===== src/lgcd_pkg.sv =====
// Constants and carrier types for the general command decoder
package lgcd_pkg;

	// ----------------------------------------------------------------
	// Command codes (register-select 00)
	// ----------------------------------------------------------------
	localparam logic [1:0] RS_GENERAL = 2'h0;
	localparam logic [7:0] CMD_UPDATE = 8'h00;
	localparam logic [7:0] CMD_INIT = 8'h01;
	localparam logic [7:0] CMD_CALIB = 8'h02;
	localparam logic [7:0] CMD_CLEAR_FLAG = 8'h1f;
	localparam logic [6:0] CMD_CLKOUT_UPPER = 7'h10;
	localparam logic [5:0] CMD_RDSEL_UPPER = 6'h01;

	// ----------------------------------------------------------------
	// Reset values and field positions
	// ----------------------------------------------------------------
	localparam logic CLK_PIN_ENABLE_RST = 1'b0;
	localparam logic CHECKSUM_KIND_RST = 1'b0;
	localparam logic READOUT_SOURCE_RST = 1'b0;
	localparam logic [7:0] CHECKSUM_RST = 8'h00;
	localparam logic [7:0] CRC8_POLY = 8'h07;
	localparam int RDSEL_KIND_BIT = 1;
	localparam int RDSEL_SOURCE_BIT = 0;
	localparam logic [3:0] READ_IDX_CHECKSUM = 4'h0;
	localparam logic [3:0] READ_IDX_LAST = 4'h9;

	// ----------------------------------------------------------------
	// Timing
	// ----------------------------------------------------------------
	localparam int CLK_FREQ_KHZ = 20000;
	localparam int CALIB_TIME_MS = 10;
	localparam int CALIB_CYCLES = CALIB_TIME_MS * CLK_FREQ_KHZ;

	// ----------------------------------------------------------------
	// Types
	// ----------------------------------------------------------------
	typedef struct packed {
		logic valid;
		logic rw;
		logic [1:0] register_select;
		logic [7:0] data;
	} lgcd_host_cmd_t;

	typedef struct packed {
		logic [1:0] glyph_memory_select;
		logic step_direction;
		logic display_shift;
		logic line_count;
		logic multiplex_select;
		logic [2:0] inversion_setting;
		logic [4:0] frame_rate_setting;
		logic [5:0][7:0] status_3_to_8;
		logic pump_target_reached;
	} lgcd_settings_t;

	typedef enum logic {
		ST_IDLE = 1'b0,
		ST_CALIB = 1'b1
	} lgcd_state_t;

endpackage


===== src/lgcd_general_command_decoder.sv =====
// General control command decoder with status readout and write checksum
`timescale 1ns/1ps

// Summary of operation
// - Update command moves pending settings to active
// - Initialise returns all command registers to defaults
// - Clear command drops the reset-occurred flag
// - Initialise or reload copies calibration cells
// - Calibration reload takes about 10 ms
// - Clock pin driven only when enabled and output
// - Internal clock runs only when something needs it
// - Readout select holds checksum kind and source
// - Checksum over RAM writes, XOR or CRC-8
// - Source 0: status read returns temperature
// - Source 1: checksum then status one to nine
// - Status one: memory, entry, lines, multiplex
// - Status two: inversion and frame rate
// - Reset flag set by any reset, sticky
// - Status nine: pump reached, flag, clock enable
module lgcd_general_command_decoder #(
	parameter int CAL_W = 16,
	parameter int CALIB_CYCLES = lgcd_pkg::CALIB_CYCLES
) (
	input wire logic clk_sys_i,
	input wire logic rst_i,
	input wire lgcd_pkg::lgcd_host_cmd_t host_cmd_i,
	input wire logic rd_start_i,
	output logic [7:0] rd_data_o,
	output logic rd_valid_o,
	input wire logic ram_wr_i,
	input wire logic [7:0] ram_wdata_i,
	input wire logic [7:0] temperature_value_i,
	input wire lgcd_pkg::lgcd_settings_t settings_i,
	input wire logic display_en_i,
	input wire logic pump_en_i,
	input wire logic temp_meas_en_i,
	output logic clk_run_o,
	input wire logic osc_clk_i,
	input wire logic clk_pin_is_output_i,
	output logic clk_pin_o,
	output logic clk_pin_oe_o,
	input wire logic [CAL_W-1:0] otp_cells_i,
	output logic [CAL_W-1:0] calib_o,
	output logic calib_busy_o,
	output logic reg_update_o,
	output logic chip_init_o
);

	localparam int CNT_W = $clog2(CALIB_CYCLES + 1);
	localparam logic [CNT_W-1:0] CNT_LAST = CNT_W'(CALIB_CYCLES - 1);

	// ----------------------------------------------------------------
	// Command decode
	// ----------------------------------------------------------------
	logic wr_gen;
	logic rd_gen;
	logic do_update;
	logic do_init;
	logic do_calib;
	logic do_clear;
	logic do_clkout;
	logic do_rdsel;

	assign wr_gen = host_cmd_i.valid && !host_cmd_i.rw
		&& host_cmd_i.register_select == lgcd_pkg::RS_GENERAL;
	assign rd_gen = host_cmd_i.valid && host_cmd_i.rw
		&& host_cmd_i.register_select == lgcd_pkg::RS_GENERAL;
	assign do_update = wr_gen && host_cmd_i.data == lgcd_pkg::CMD_UPDATE;
	assign do_init = wr_gen && host_cmd_i.data == lgcd_pkg::CMD_INIT;
	assign do_calib = wr_gen && host_cmd_i.data == lgcd_pkg::CMD_CALIB;
	assign do_clear = wr_gen && host_cmd_i.data == lgcd_pkg::CMD_CLEAR_FLAG;
	assign do_clkout = wr_gen && host_cmd_i.data[7:1] == lgcd_pkg::CMD_CLKOUT_UPPER;
	assign do_rdsel = wr_gen && host_cmd_i.data[7:2] == lgcd_pkg::CMD_RDSEL_UPPER;

	// ----------------------------------------------------------------
	// Pending and active settings
	// ----------------------------------------------------------------
	// Settings land in a pending copy and only steer the block once the
	// update command arrives, so a half-written set never takes effect.
	logic clk_pin_enable_pend_reg;
	logic checksum_kind_pend_reg;
	logic readout_source_pend_reg;
	logic clk_pin_enable_reg;
	logic checksum_kind_reg;
	logic readout_source_reg;

	always_ff @(posedge clk_sys_i) begin
		if (rst_i || do_init) begin
			clk_pin_enable_pend_reg <= lgcd_pkg::CLK_PIN_ENABLE_RST;
			checksum_kind_pend_reg <= lgcd_pkg::CHECKSUM_KIND_RST;
			readout_source_pend_reg <= lgcd_pkg::READOUT_SOURCE_RST;
		end else begin
			if (do_clkout) begin
				clk_pin_enable_pend_reg <= host_cmd_i.data[0];
			end
			if (do_rdsel) begin
				checksum_kind_pend_reg <= host_cmd_i.data[lgcd_pkg::RDSEL_KIND_BIT];
				readout_source_pend_reg <= host_cmd_i.data[lgcd_pkg::RDSEL_SOURCE_BIT];
			end
		end
	end

	always_ff @(posedge clk_sys_i) begin
		if (rst_i || do_init) begin
			clk_pin_enable_reg <= lgcd_pkg::CLK_PIN_ENABLE_RST;
			checksum_kind_reg <= lgcd_pkg::CHECKSUM_KIND_RST;
			readout_source_reg <= lgcd_pkg::READOUT_SOURCE_RST;
		end else if (do_update) begin
			clk_pin_enable_reg <= clk_pin_enable_pend_reg;
			checksum_kind_reg <= checksum_kind_pend_reg;
			readout_source_reg <= readout_source_pend_reg;
		end
	end

	always_ff @(posedge clk_sys_i) begin
		if (rst_i) begin
			reg_update_o <= 1'b0;
			chip_init_o <= 1'b0;
		end else begin
			reg_update_o <= do_update;
			chip_init_o <= do_init;
		end
	end

	// ----------------------------------------------------------------
	// Reset-occurred flag
	// ----------------------------------------------------------------
	// Setting beats clearing: an initialise in the same cycle as a clear
	// cannot arrive together, but reset always wins over everything.
	logic reset_occurred_flag_reg;

	always_ff @(posedge clk_sys_i) begin
		if (rst_i || do_init) begin
			reset_occurred_flag_reg <= 1'b1;
		end else if (do_clear) begin
			reset_occurred_flag_reg <= 1'b0;
		end
	end

	// ----------------------------------------------------------------
	// Calibration reload
	// ----------------------------------------------------------------
	lgcd_pkg::lgcd_state_t state_reg;
	logic [CNT_W-1:0] calib_cnt_reg;

	always_ff @(posedge clk_sys_i) begin
		if (rst_i) begin
			state_reg <= lgcd_pkg::ST_IDLE;
			calib_cnt_reg <= '0;
		end else if (do_init || do_calib) begin
			state_reg <= lgcd_pkg::ST_CALIB;
			calib_cnt_reg <= '0;
		end else begin
			case (state_reg)
				lgcd_pkg::ST_IDLE: begin
					calib_cnt_reg <= '0;
				end
				lgcd_pkg::ST_CALIB: begin
					if (calib_cnt_reg == CNT_LAST) begin
						state_reg <= lgcd_pkg::ST_IDLE;
					end
					calib_cnt_reg <= calib_cnt_reg + CNT_W'(1);
				end
				default: begin
					state_reg <= lgcd_pkg::ST_IDLE;
				end
			endcase
		end
	end

	// Cells are taken at the end of the wait, when they have settled.
	always_ff @(posedge clk_sys_i) begin
		if (rst_i) begin
			calib_o <= '0;
		end else if (state_reg == lgcd_pkg::ST_CALIB && calib_cnt_reg == CNT_LAST
			&& !(do_init || do_calib)) begin
			calib_o <= otp_cells_i;
		end
	end

	assign calib_busy_o = state_reg == lgcd_pkg::ST_CALIB;

	// ----------------------------------------------------------------
	// Clock gating and clock pin
	// ----------------------------------------------------------------
	always_ff @(posedge clk_sys_i) begin
		if (rst_i) begin
			clk_run_o <= 1'b0;
			clk_pin_o <= 1'b0;
			clk_pin_oe_o <= 1'b0;
		end else begin
			clk_run_o <= display_en_i || pump_en_i || temp_meas_en_i;
			clk_pin_o <= osc_clk_i && clk_run_o;
			clk_pin_oe_o <= clk_pin_enable_reg && clk_pin_is_output_i;
		end
	end

	// ----------------------------------------------------------------
	// Write checksum
	// ----------------------------------------------------------------
	function automatic logic [7:0] crc8_step(input logic [7:0] crc, input logic [7:0] d);
		logic [7:0] c;
		c = crc ^ d;
		for (int i = 0; i < 8; i++) begin
			c = c[7] ? ((c << 1) ^ lgcd_pkg::CRC8_POLY) : (c << 1);
		end
		return c;
	endfunction

	logic [7:0] checksum_reg;

	always_ff @(posedge clk_sys_i) begin
		if (rst_i || do_init) begin
			checksum_reg <= lgcd_pkg::CHECKSUM_RST;
		end else if (ram_wr_i) begin
			checksum_reg <= checksum_kind_reg ? crc8_step(checksum_reg, ram_wdata_i)
				: (checksum_reg ^ ram_wdata_i);
		end
	end

	// ----------------------------------------------------------------
	// Status readout
	// ----------------------------------------------------------------
	logic [3:0] read_idx_reg;
	logic [7:0] status_byte;
	logic [3:0] idx_now;

	assign idx_now = rd_start_i ? lgcd_pkg::READ_IDX_CHECKSUM : read_idx_reg;

	always_comb begin
		case (idx_now)
			4'h0: status_byte = checksum_reg;
			4'h1: status_byte = {2'h0, settings_i.glyph_memory_select,
				settings_i.step_direction, settings_i.display_shift,
				settings_i.line_count, settings_i.multiplex_select};
			4'h2: status_byte = {settings_i.inversion_setting,
				settings_i.frame_rate_setting};
			4'h3: status_byte = settings_i.status_3_to_8[0];
			4'h4: status_byte = settings_i.status_3_to_8[1];
			4'h5: status_byte = settings_i.status_3_to_8[2];
			4'h6: status_byte = settings_i.status_3_to_8[3];
			4'h7: status_byte = settings_i.status_3_to_8[4];
			4'h8: status_byte = settings_i.status_3_to_8[5];
			4'h9: status_byte = {5'h00, settings_i.pump_target_reached,
				reset_occurred_flag_reg, clk_pin_enable_reg};
			default: status_byte = 8'h00;
		endcase
	end

	// Past the last status register the walk wraps round to the checksum.
	always_ff @(posedge clk_sys_i) begin
		if (rst_i) begin
			read_idx_reg <= lgcd_pkg::READ_IDX_CHECKSUM;
		end else if (rd_gen && readout_source_reg) begin
			read_idx_reg <= (idx_now == lgcd_pkg::READ_IDX_LAST) ? lgcd_pkg::READ_IDX_CHECKSUM
				: idx_now + 4'h1;
		end else if (rd_start_i) begin
			read_idx_reg <= lgcd_pkg::READ_IDX_CHECKSUM;
		end
	end

	always_ff @(posedge clk_sys_i) begin
		if (rst_i) begin
			rd_data_o <= 8'h00;
			rd_valid_o <= 1'b0;
		end else begin
			rd_valid_o <= rd_gen;
			if (rd_gen) begin
				rd_data_o <= readout_source_reg ? status_byte : temperature_value_i;
			end
		end
	end
endmodule


===== config.mk =====
export PLATFORM = sky130hd
export DESIGN_NAME = lgcd_general_command_decoder
export DESIGN_NICKNAME = d
export VERILOG_FILES = /design/src/lgcd_pkg.sv /design/src/lgcd_general_command_decoder.sv
export SDC_FILE = /design/constraint.sdc
export NUM_CORES = 1
export LEC_CHECK = 0
export BUFFER_PORTS_ARGS = -buffer_cell sky130_fd_sc_hd__buf_2
export CORE_UTILIZATION = 34
export CTS_CLUSTER_DIAMETER = 150
export DETAILED_ROUTE_END_ITERATION = 8
export PLACE_DENSITY = 0.61
export SKIP_LAST_GASP = 1
export SYNTH_ARGS = -nofsm -noshare
export SYNTH_HDL_FRONTEND = slang
export SYNTH_SLANG_ARGS = --single-unit
export TNS_END_PERCENT = 50

===== constraint.sdc =====
create_clock -name clk_sys_i -period 4.9 [get_ports clk_sys_i]
set_input_delay 0.245 -clock clk_sys_i [delete_from_list [all_inputs] [get_ports clk_sys_i]]
set_output_delay 0.245 -clock clk_sys_i [all_outputs]
set_load 0.005 [all_outputs]

==> results.toml, run 1 <==
[synthesis]
netlist_top_cells_count = "dfxtp_1, nor2_1, mux2i_1"
ys_seq_area_share_pct = 36.98
yosys_most_used_dff = "dfxtp_1"
synth_area_leaders = "dfxtp_1, mux2i_1, xnor2_1, nor2_1, a22oi_1"
syn-mean-instance-area_um2 = 8.913
syn_inst = 413
yosysWarnings = 0
async_flop_share_pct = 0
synth_edf_count = 0
ys_types = 58
synth_fp_nets = 530
yosysMostFrequentCell = "dfxtp_1"
synth_seq_cells = 68
synth.top_cell.area_share_pct = 36.98
synth_largest_area_cell = "dfxtp_1"
synth_area_um2 = 3681

[route]
route.detailed.drc = 0
ant_nets = 0
via_count = 3581
drt_wl_total_mm = 10.68
wl_per_cell_um = 15.45
vias_per_cell = 5.182
drtPass1Iterations = 4
drt_iter0_markers = 153

[worst_setup_path]
crit_path_start_kind = "flop"
crit_buf_inv = 0
critPathRequiredTime_ns = 5.15
crit_fanout = 9
timing.critical_path.to_type = "flop"
cp_top_family = "simple AND/OR/NAND/NOR gates"
ff2ff_path_depth = 5
critPathKind = "reg -> reg"
slowest_delay_ns = 0.64
r2r-end = "rd_data_o[0]"
r2r_slack_ns = 2.47
r2r_start = "read_idx_reg[2]"
crit_chain = "nor3b_1 -> nor3b_2 -> a22oi_1 -> and4_1 -> a211oi_1"
worstPathArrival_ns = 2.68
cp_slowest_cell = "nor3b_2"

[clock_network]
h-tree-depth = 3
postCtsSetupBuffers = 0
clock-sinks = 68
worst_skew_pair.late_latency_ns = 0.34
tritoncts = "yes"
path_clk_slew_ns = 0.08
cts_resized = 0
cts_hold_buf = 0
cts_root_buffer = "clkbuf_8"
cts_buffer_depth = 2
cts_buffers = 9

[run]
maxCapViolCount = 0

[power]
combinationalPowerShare_pct = 12.3
p_int_w = 0.0008917
p_clk_share_pct = 39.6
p_leak_nw = 2.000
vdd_drop_max_mv = 0.1171
switching_share_pct = 24.86
pwr-share-seq_pct = 48.1
power_density_nw_per_um2 = 252.3
power_w = 0.001187
power_switching_w = 0.0002951

[floorplan]
ios = 147
placeableCoreArea_um2 = 10420
start_util_pct = 35.34
rows = 37
fp.dieArea_um2 = 11250
chipHeight_um = 106.1
die-width_um = 106.1

[global_routing]
grt_pass1_vias = 3617
grt_max_degree = 31
gr-total-overflow = 0
grt_usage_pct = 19.68
antenna_found_initial = 0
grt_pass1_wl_mm = 17.55

[timing]
fin_hold_ws_ns = 0.1335
slew_headroom_pct = 41.17
fin_crit_ns = 2.428
skew_ns = 0.01027
fin_crit_sh_pct = 49.55
worst_pin_slew_ns = 0.8757
rsz0062_at_grt = "no"
fmax_mhz = 411.9
setup_viol = 0
fin_setup_tns_ns = 0
finalHoldViolCount = 0
slew_viol_final = 0

[place]
gp_congestion = 0.8351
io_buffers = 146
hpwl_mm = 8.180

[hold_path]
hold_path_end = "checksum_reg[0]"
hold_class = "in -> reg"
worstHoldPathCells = 2
hp-start = "ram_wr_i"

[cells_and_area]
num-fill-cells = 1053
nets = 667
syn_to_final_growth_pct = 27.80
drive_gt1_share_pct = 32.97
largest_reg_flops = 18
seqCellArea_um2 = 1361
multi_input_area_um2 = 2177
diodes = 0

[status]
outcome = "finished clean"
## power by group through the flow
stage / clock, W / sequential, W / combinational [W]
final: 0.000470 / 0.000571 / 0.000146
after detailed placement: 0 / 0.000583 / 0.000146
after floorplan: 0 / 0.000580 / 0.0000762
after CTS: 0.000486 / 0.000570 / 0.000147
after global placement: 0 / 0.000583 / 0.000143
after global routing: 0.000508 / 0.000572 / 0.000162
## how the worst max path moves through the flow
stage | to | start | depth (start not counted)
CTS | rd_data_o[0] | read_idx_reg[2] | 5
global placement | calib_o[1] | host_cmd_i[10] | 6
detailed placement | calib_o[10] | host_cmd_i[10] | 6
global route | rd_data_o[0] | read_idx_reg[2] | 5
floorplan | calib_o[12] | calib_cnt_reg[15] | 6
finish | rd_data_o[0] | read_idx_reg[2] | 5
## metrics by stage
step / utilization (%) / instance area [um2] / cells / worst slack, ns
after global placement: 43.23 / 4503 / 675 / 2.396
after CTS: 45.17 / 4705 / 691 / 2.520
after detailed placement: 43.23 / 4503 / 675 / 2.335
after floorplan: - / 3681 / 413 / 2.794
after global routing: 45.17 / 4705 / 691 / 2.234
final: 45.17 / 4705 / 691 / 2.472
## cells in the final DEF, fill, tap and decap left out, types with 3 or more instances in the layout
cell type | synthesis | final
a211oi_1 | 7 | 7
a21oi_1 | 15 | 15
a222oi_1 | 3 | 3
a22o_1 | 5 | 5
a22oi_1 | 11 | 11
a32oi_1 | 8 | 8
and2_0 | 3 | 3
and2_1 | 8 | 8
and3_1 | 6 | 6
and4_1 | 4 | 4
buf_2 | 4 | 146
buf_4 | 0 | 3
clkbuf_8 | 0 | 10
dfxtp_1 | 68 | 68
inv_1 | 10 | 10
mux2i_1 | 29 | 29
nand2_1 | 18 | 18
nand3_1 | 9 | 9
nor2_1 | 55 | 55
nor2b_1 | 9 | 9
nor3_1 | 10 | 10
nor3b_1 | 3 | 3
nor4b_1 | 4 | 4
o21ai_0 | 11 | 11
o22ai_1 | 4 | 4
o31ai_1 | 4 | 4
or2_2 | 5 | 5
or3_1 | 9 | 9
xnor2_1 | 25 | 25
xor2_1 | 7 | 7
## cells by family (layout without fill, tap and decap cells)
| group | after synthesis | after routing | share of synthesized area, % |
|---|---|---|---|
| multiplexers | 31 | 31 | 8.498 |
| XOR/XNOR | 34 | 34 | 8.837 |
| flip-flops | 68 | 68 | 36.98 |
| AO/OA/AOI/OAI | 87 | 87 | 17.71 |
| buffers and inverters | 34 | 176 | 4.249 |
| adder cells (fa/ha/maj) | 1 | 1 | 0.3399 |
| AND/OR/NAND/NOR | 158 | 158 | 23.38 |
## per-layer routing
| layer | wire (um) | vias up | GRT usage [%] |
|---|---|---|---|
| met5 | 0 | - | 0 |
| met4 | 158 | 0 | 6.250 |
| met3 | 679 | 12 | 3.740 |
| met2 | 4928 | 128 | 32.31 |
| met1 | 4910 | 1660 | 26.00 |
| li1 | - | 1781 | - |
## final cells by class
type	count	share of cell area (%)
clock buffer	11	3.005
clock inverter	5	1.277
inverter	11	0.8777
multi-input combinational	311	46.28
sequential	68	28.94
tap	136	3.617
timing repair buffer	149	16.01
(Power assumes the default switching activity.)
==> inputs of run 2 (changes only) <==
--- a/config.mk
+++ b/config.mk
@@ -5,11 +5,12 @@
 export SDC_FILE = /design/constraint.sdc
 export NUM_CORES = 1
 export LEC_CHECK = 0
+export ABC_AREA = 1
 export BUFFER_PORTS_ARGS = -buffer_cell sky130_fd_sc_hd__buf_2
 export CORE_UTILIZATION = 34
 export CTS_CLUSTER_DIAMETER = 150
 export DETAILED_ROUTE_END_ITERATION = 8
-export PLACE_DENSITY = 0.61
+export PLACE_DENSITY = 0.6
 export SKIP_LAST_GASP = 1
 export SYNTH_ARGS = -nofsm -noshare
 export SYNTH_HDL_FRONTEND = slang
==> constraint.sdc (replaced) <==
create_clock -name clk_sys_i -period 2.3 [get_ports clk_sys_i]
set_input_delay 0.115 -clock clk_sys_i [delete_from_list [all_inputs] [get_ports clk_sys_i]]
set_output_delay 0.115 -clock clk_sys_i [all_outputs]
set_load 0.005 [all_outputs]
==> run 2 against run 1 <==
  * Die area up 5.9%
  * Highest routed layer unchanged
  * Clock power rose to 3.2 times the previous value
  * Global-route usage up 0.37 points
  * Total power rose to 2.6 times the previous value
  * Critical endpoint is now rd_data_o[3]
  * Combinational power up 120%
  * Clock-buffer cell count up 1
  * Critical path depth up 2
  * Largest power group is now clock
  * Flip-flop and latch count unchanged
  * Final cell count up 33%
  * Cell area up 8.0%
  * Sequential power up 110%
  * Synthesized area up 6.0%
==> results.toml, run 2 <==
[global_routing]
grt_pass1_vias = 3949
grt_pass1_wl_mm = 18.27
grt_usage_pct = 20.05
gr-total-overflow = 0
antenna_found_initial = 1
grt_max_degree = 28

[power]
power_density_nw_per_um2 = 597.7
p_leak_nw = 2.510
vdd_drop_max_mv = 0.3850

[synthesis]
yosysMostFrequentCell = "nand2_1"
synth.top_cell.area_share_pct = 34.89
ys_types = 39
yosys_most_used_dff = "dfxtp_1"
syn_inst = 625
syn-mean-instance-area_um2 = 6.242
synth_area_um2 = 3901
synth_edf_count = 0
synth_seq_cells = 68
async_flop_share_pct = 0
synth_fp_nets = 742
ys_seq_area_share_pct = 34.89
synth_largest_area_cell = "dfxtp_1"
synth_area_leaders = "dfxtp_1, nand2_1, nor2_1, nand3_1, inv_1"
netlist_top_cells_count = "nand2_1, nor2_1, dfxtp_1"
yosysWarnings = 0

[clock_network]
h-tree-depth = 3
cts_buffers = 9
cts_resized = 0
cts_hold_buf = 1
worst_skew_pair.late_latency_ns = 0.33
tritoncts = "yes"
postCtsSetupBuffers = 0
cts_root_buffer = "clkbuf_16"
cts_buffer_depth = 2
clock-sinks = 68
path_clk_slew_ns = 0.06

[cells_and_area]
num-fill-cells = 1164
syn_to_final_growth_pct = 30.24
final_common_cell = "nand2_1"
multi_input_area_um2 = 2222
largest_reg_flops = 18
drive_gt1_share_pct = 23.91
seqCellArea_um2 = 1361
final_cell_mix = "nand2_1, buf_2, nor2_1"
nets = 890

[timing]
finalHoldViolCount = 0
setup_viol = 0
fin_crit_sh_pct = 77.55
fin_crit_ns = 1.784
rsz0062_at_grt = "no"
fmax_mhz = 560.6
slew_viol_final = 0
slew_headroom_pct = 41.73
fin_hold_ws_ns = 0.01095
skew_ns = 0.006849
fin_setup_tns_ns = 0
worst_pin_slew_ns = 0.8682

[route]
drt_iter0_markers = 177
via_count = 4384
vias_per_cell = 4.770
wl_per_cell_um = 12.89
drtPass1Iterations = 4
ant_nets = 0
route.detailed.drc = 0
drt_wl_total_mm = 11.85

[worst_setup_path]
crit_chain = "o21ai_1 -> nand3_1 -> nand2_1 -> nor2_1 -> nand3_1 -> nand2_1 -> a21oi_1"
crit_path_start_kind = "flop"
critPathRequiredTime_ns = 2.57
timing.critical_path.to_type = "flop"
critPathKind = "reg -> reg"
slowest_delay_ns = 0.72
crit_fanout = 13
cp_slowest_cell = "o21ai_1"
cp_top_family = "compound AO/OA/AOI/OAI gates"
crit_buf_inv = 0
worstPathArrival_ns = 2.05

[floorplan]
chipHeight_um = 109.1
start_util_pct = 35.37
die-width_um = 109.1
placeableCoreArea_um2 = 11030
rows = 38
ios = 147
fp.dieArea_um2 = 11910

[place]
hpwl_mm = 9.316
io_buffers = 146
gp_congestion = 0.8916

[hold_path]
hold_class = "in -> reg"

[status]
outcome = "finished clean"

[run]
maxCapViolCount = 0
==> run 2: power by group <==
group	switching (W)	leakage, nW	internal [W]	total (W)
clock network	0.000523	0.153	0.000978	0.00150
registers	0.0000190	0.551	0.00120	0.00122
logic	0.000175	1.81	0.000144	0.000319
==> run 2: layout make-up <==
| type | count | area share, % |
|---|---|---|
| tap | 140 | 3.447 |
| clock buffer | 12 | 4.851 |
| antenna | 1 | 0.04925 |
| inverter | 62 | 4.679 |
| clock inverter | 4 | 1.428 |
| timing repair buffer | 150 | 15.02 |
| multi-input combinational | 482 | 43.73 |
| sequential | 68 | 26.79 |
==> run 2: worst paths after layout <==
check | startpoint | to | slack (ns) | depth (start not counted)
max reg2reg | read_idx_reg[1] | rd_data_o[3] | 0.52 | 7
min reg2reg | readout_source_pend_reg | readout_source_pend_reg | 0.45 | 2
min | pump_en_i | clk_run_o | 0.01 | 3
max | read_idx_reg[1] | rd_data_o[3] | 0.52 | 7
==> run 2: worst min-delay path, cell delays in order <==
cell,delay (ns)
buf_2,0.07
nor3_1,0.04
nor2_1,0.07
==> run 2: cell families (layout without fill, tap and decap cells) <==
group           Yosys count  in the layout  share of synthesized area (%)
compound gates           92             92                          12.32
xor+xnor                 10             10                          2.245
simple gates            379            379                          42.08
buf+inv                  75            228                          8.146
fa+ha+maj                 1              1                         0.3207
other cells               0              1                              0
flops                    68             68                          34.89
==> run 2: metal layers <==
metal	share of wire (%)	wire, um	track usage [%]
met5	0	0	0
met4	2.5	298	9.749
met3	5.3	630	3.945
met2	46	5498	32.70
met1	46	5419	25.14
==> run 2: per-stage QoR <==
step	power [W]	cells	utilization (%)	instance area, um2	worst slack (ns)
final	0.003037	919	46.06	5081	0.5163
after detailed placement	0.001559	901	43.06	4750	0.5351
after floorplan	0.001401	625	-	3901	0.7227
after CTS	0.003072	918	46.04	5079	0.5091
after global placement	0.001555	901	43.06	4750	0.5613
after global routing	0.003160	919	46.06	5081	0.3226
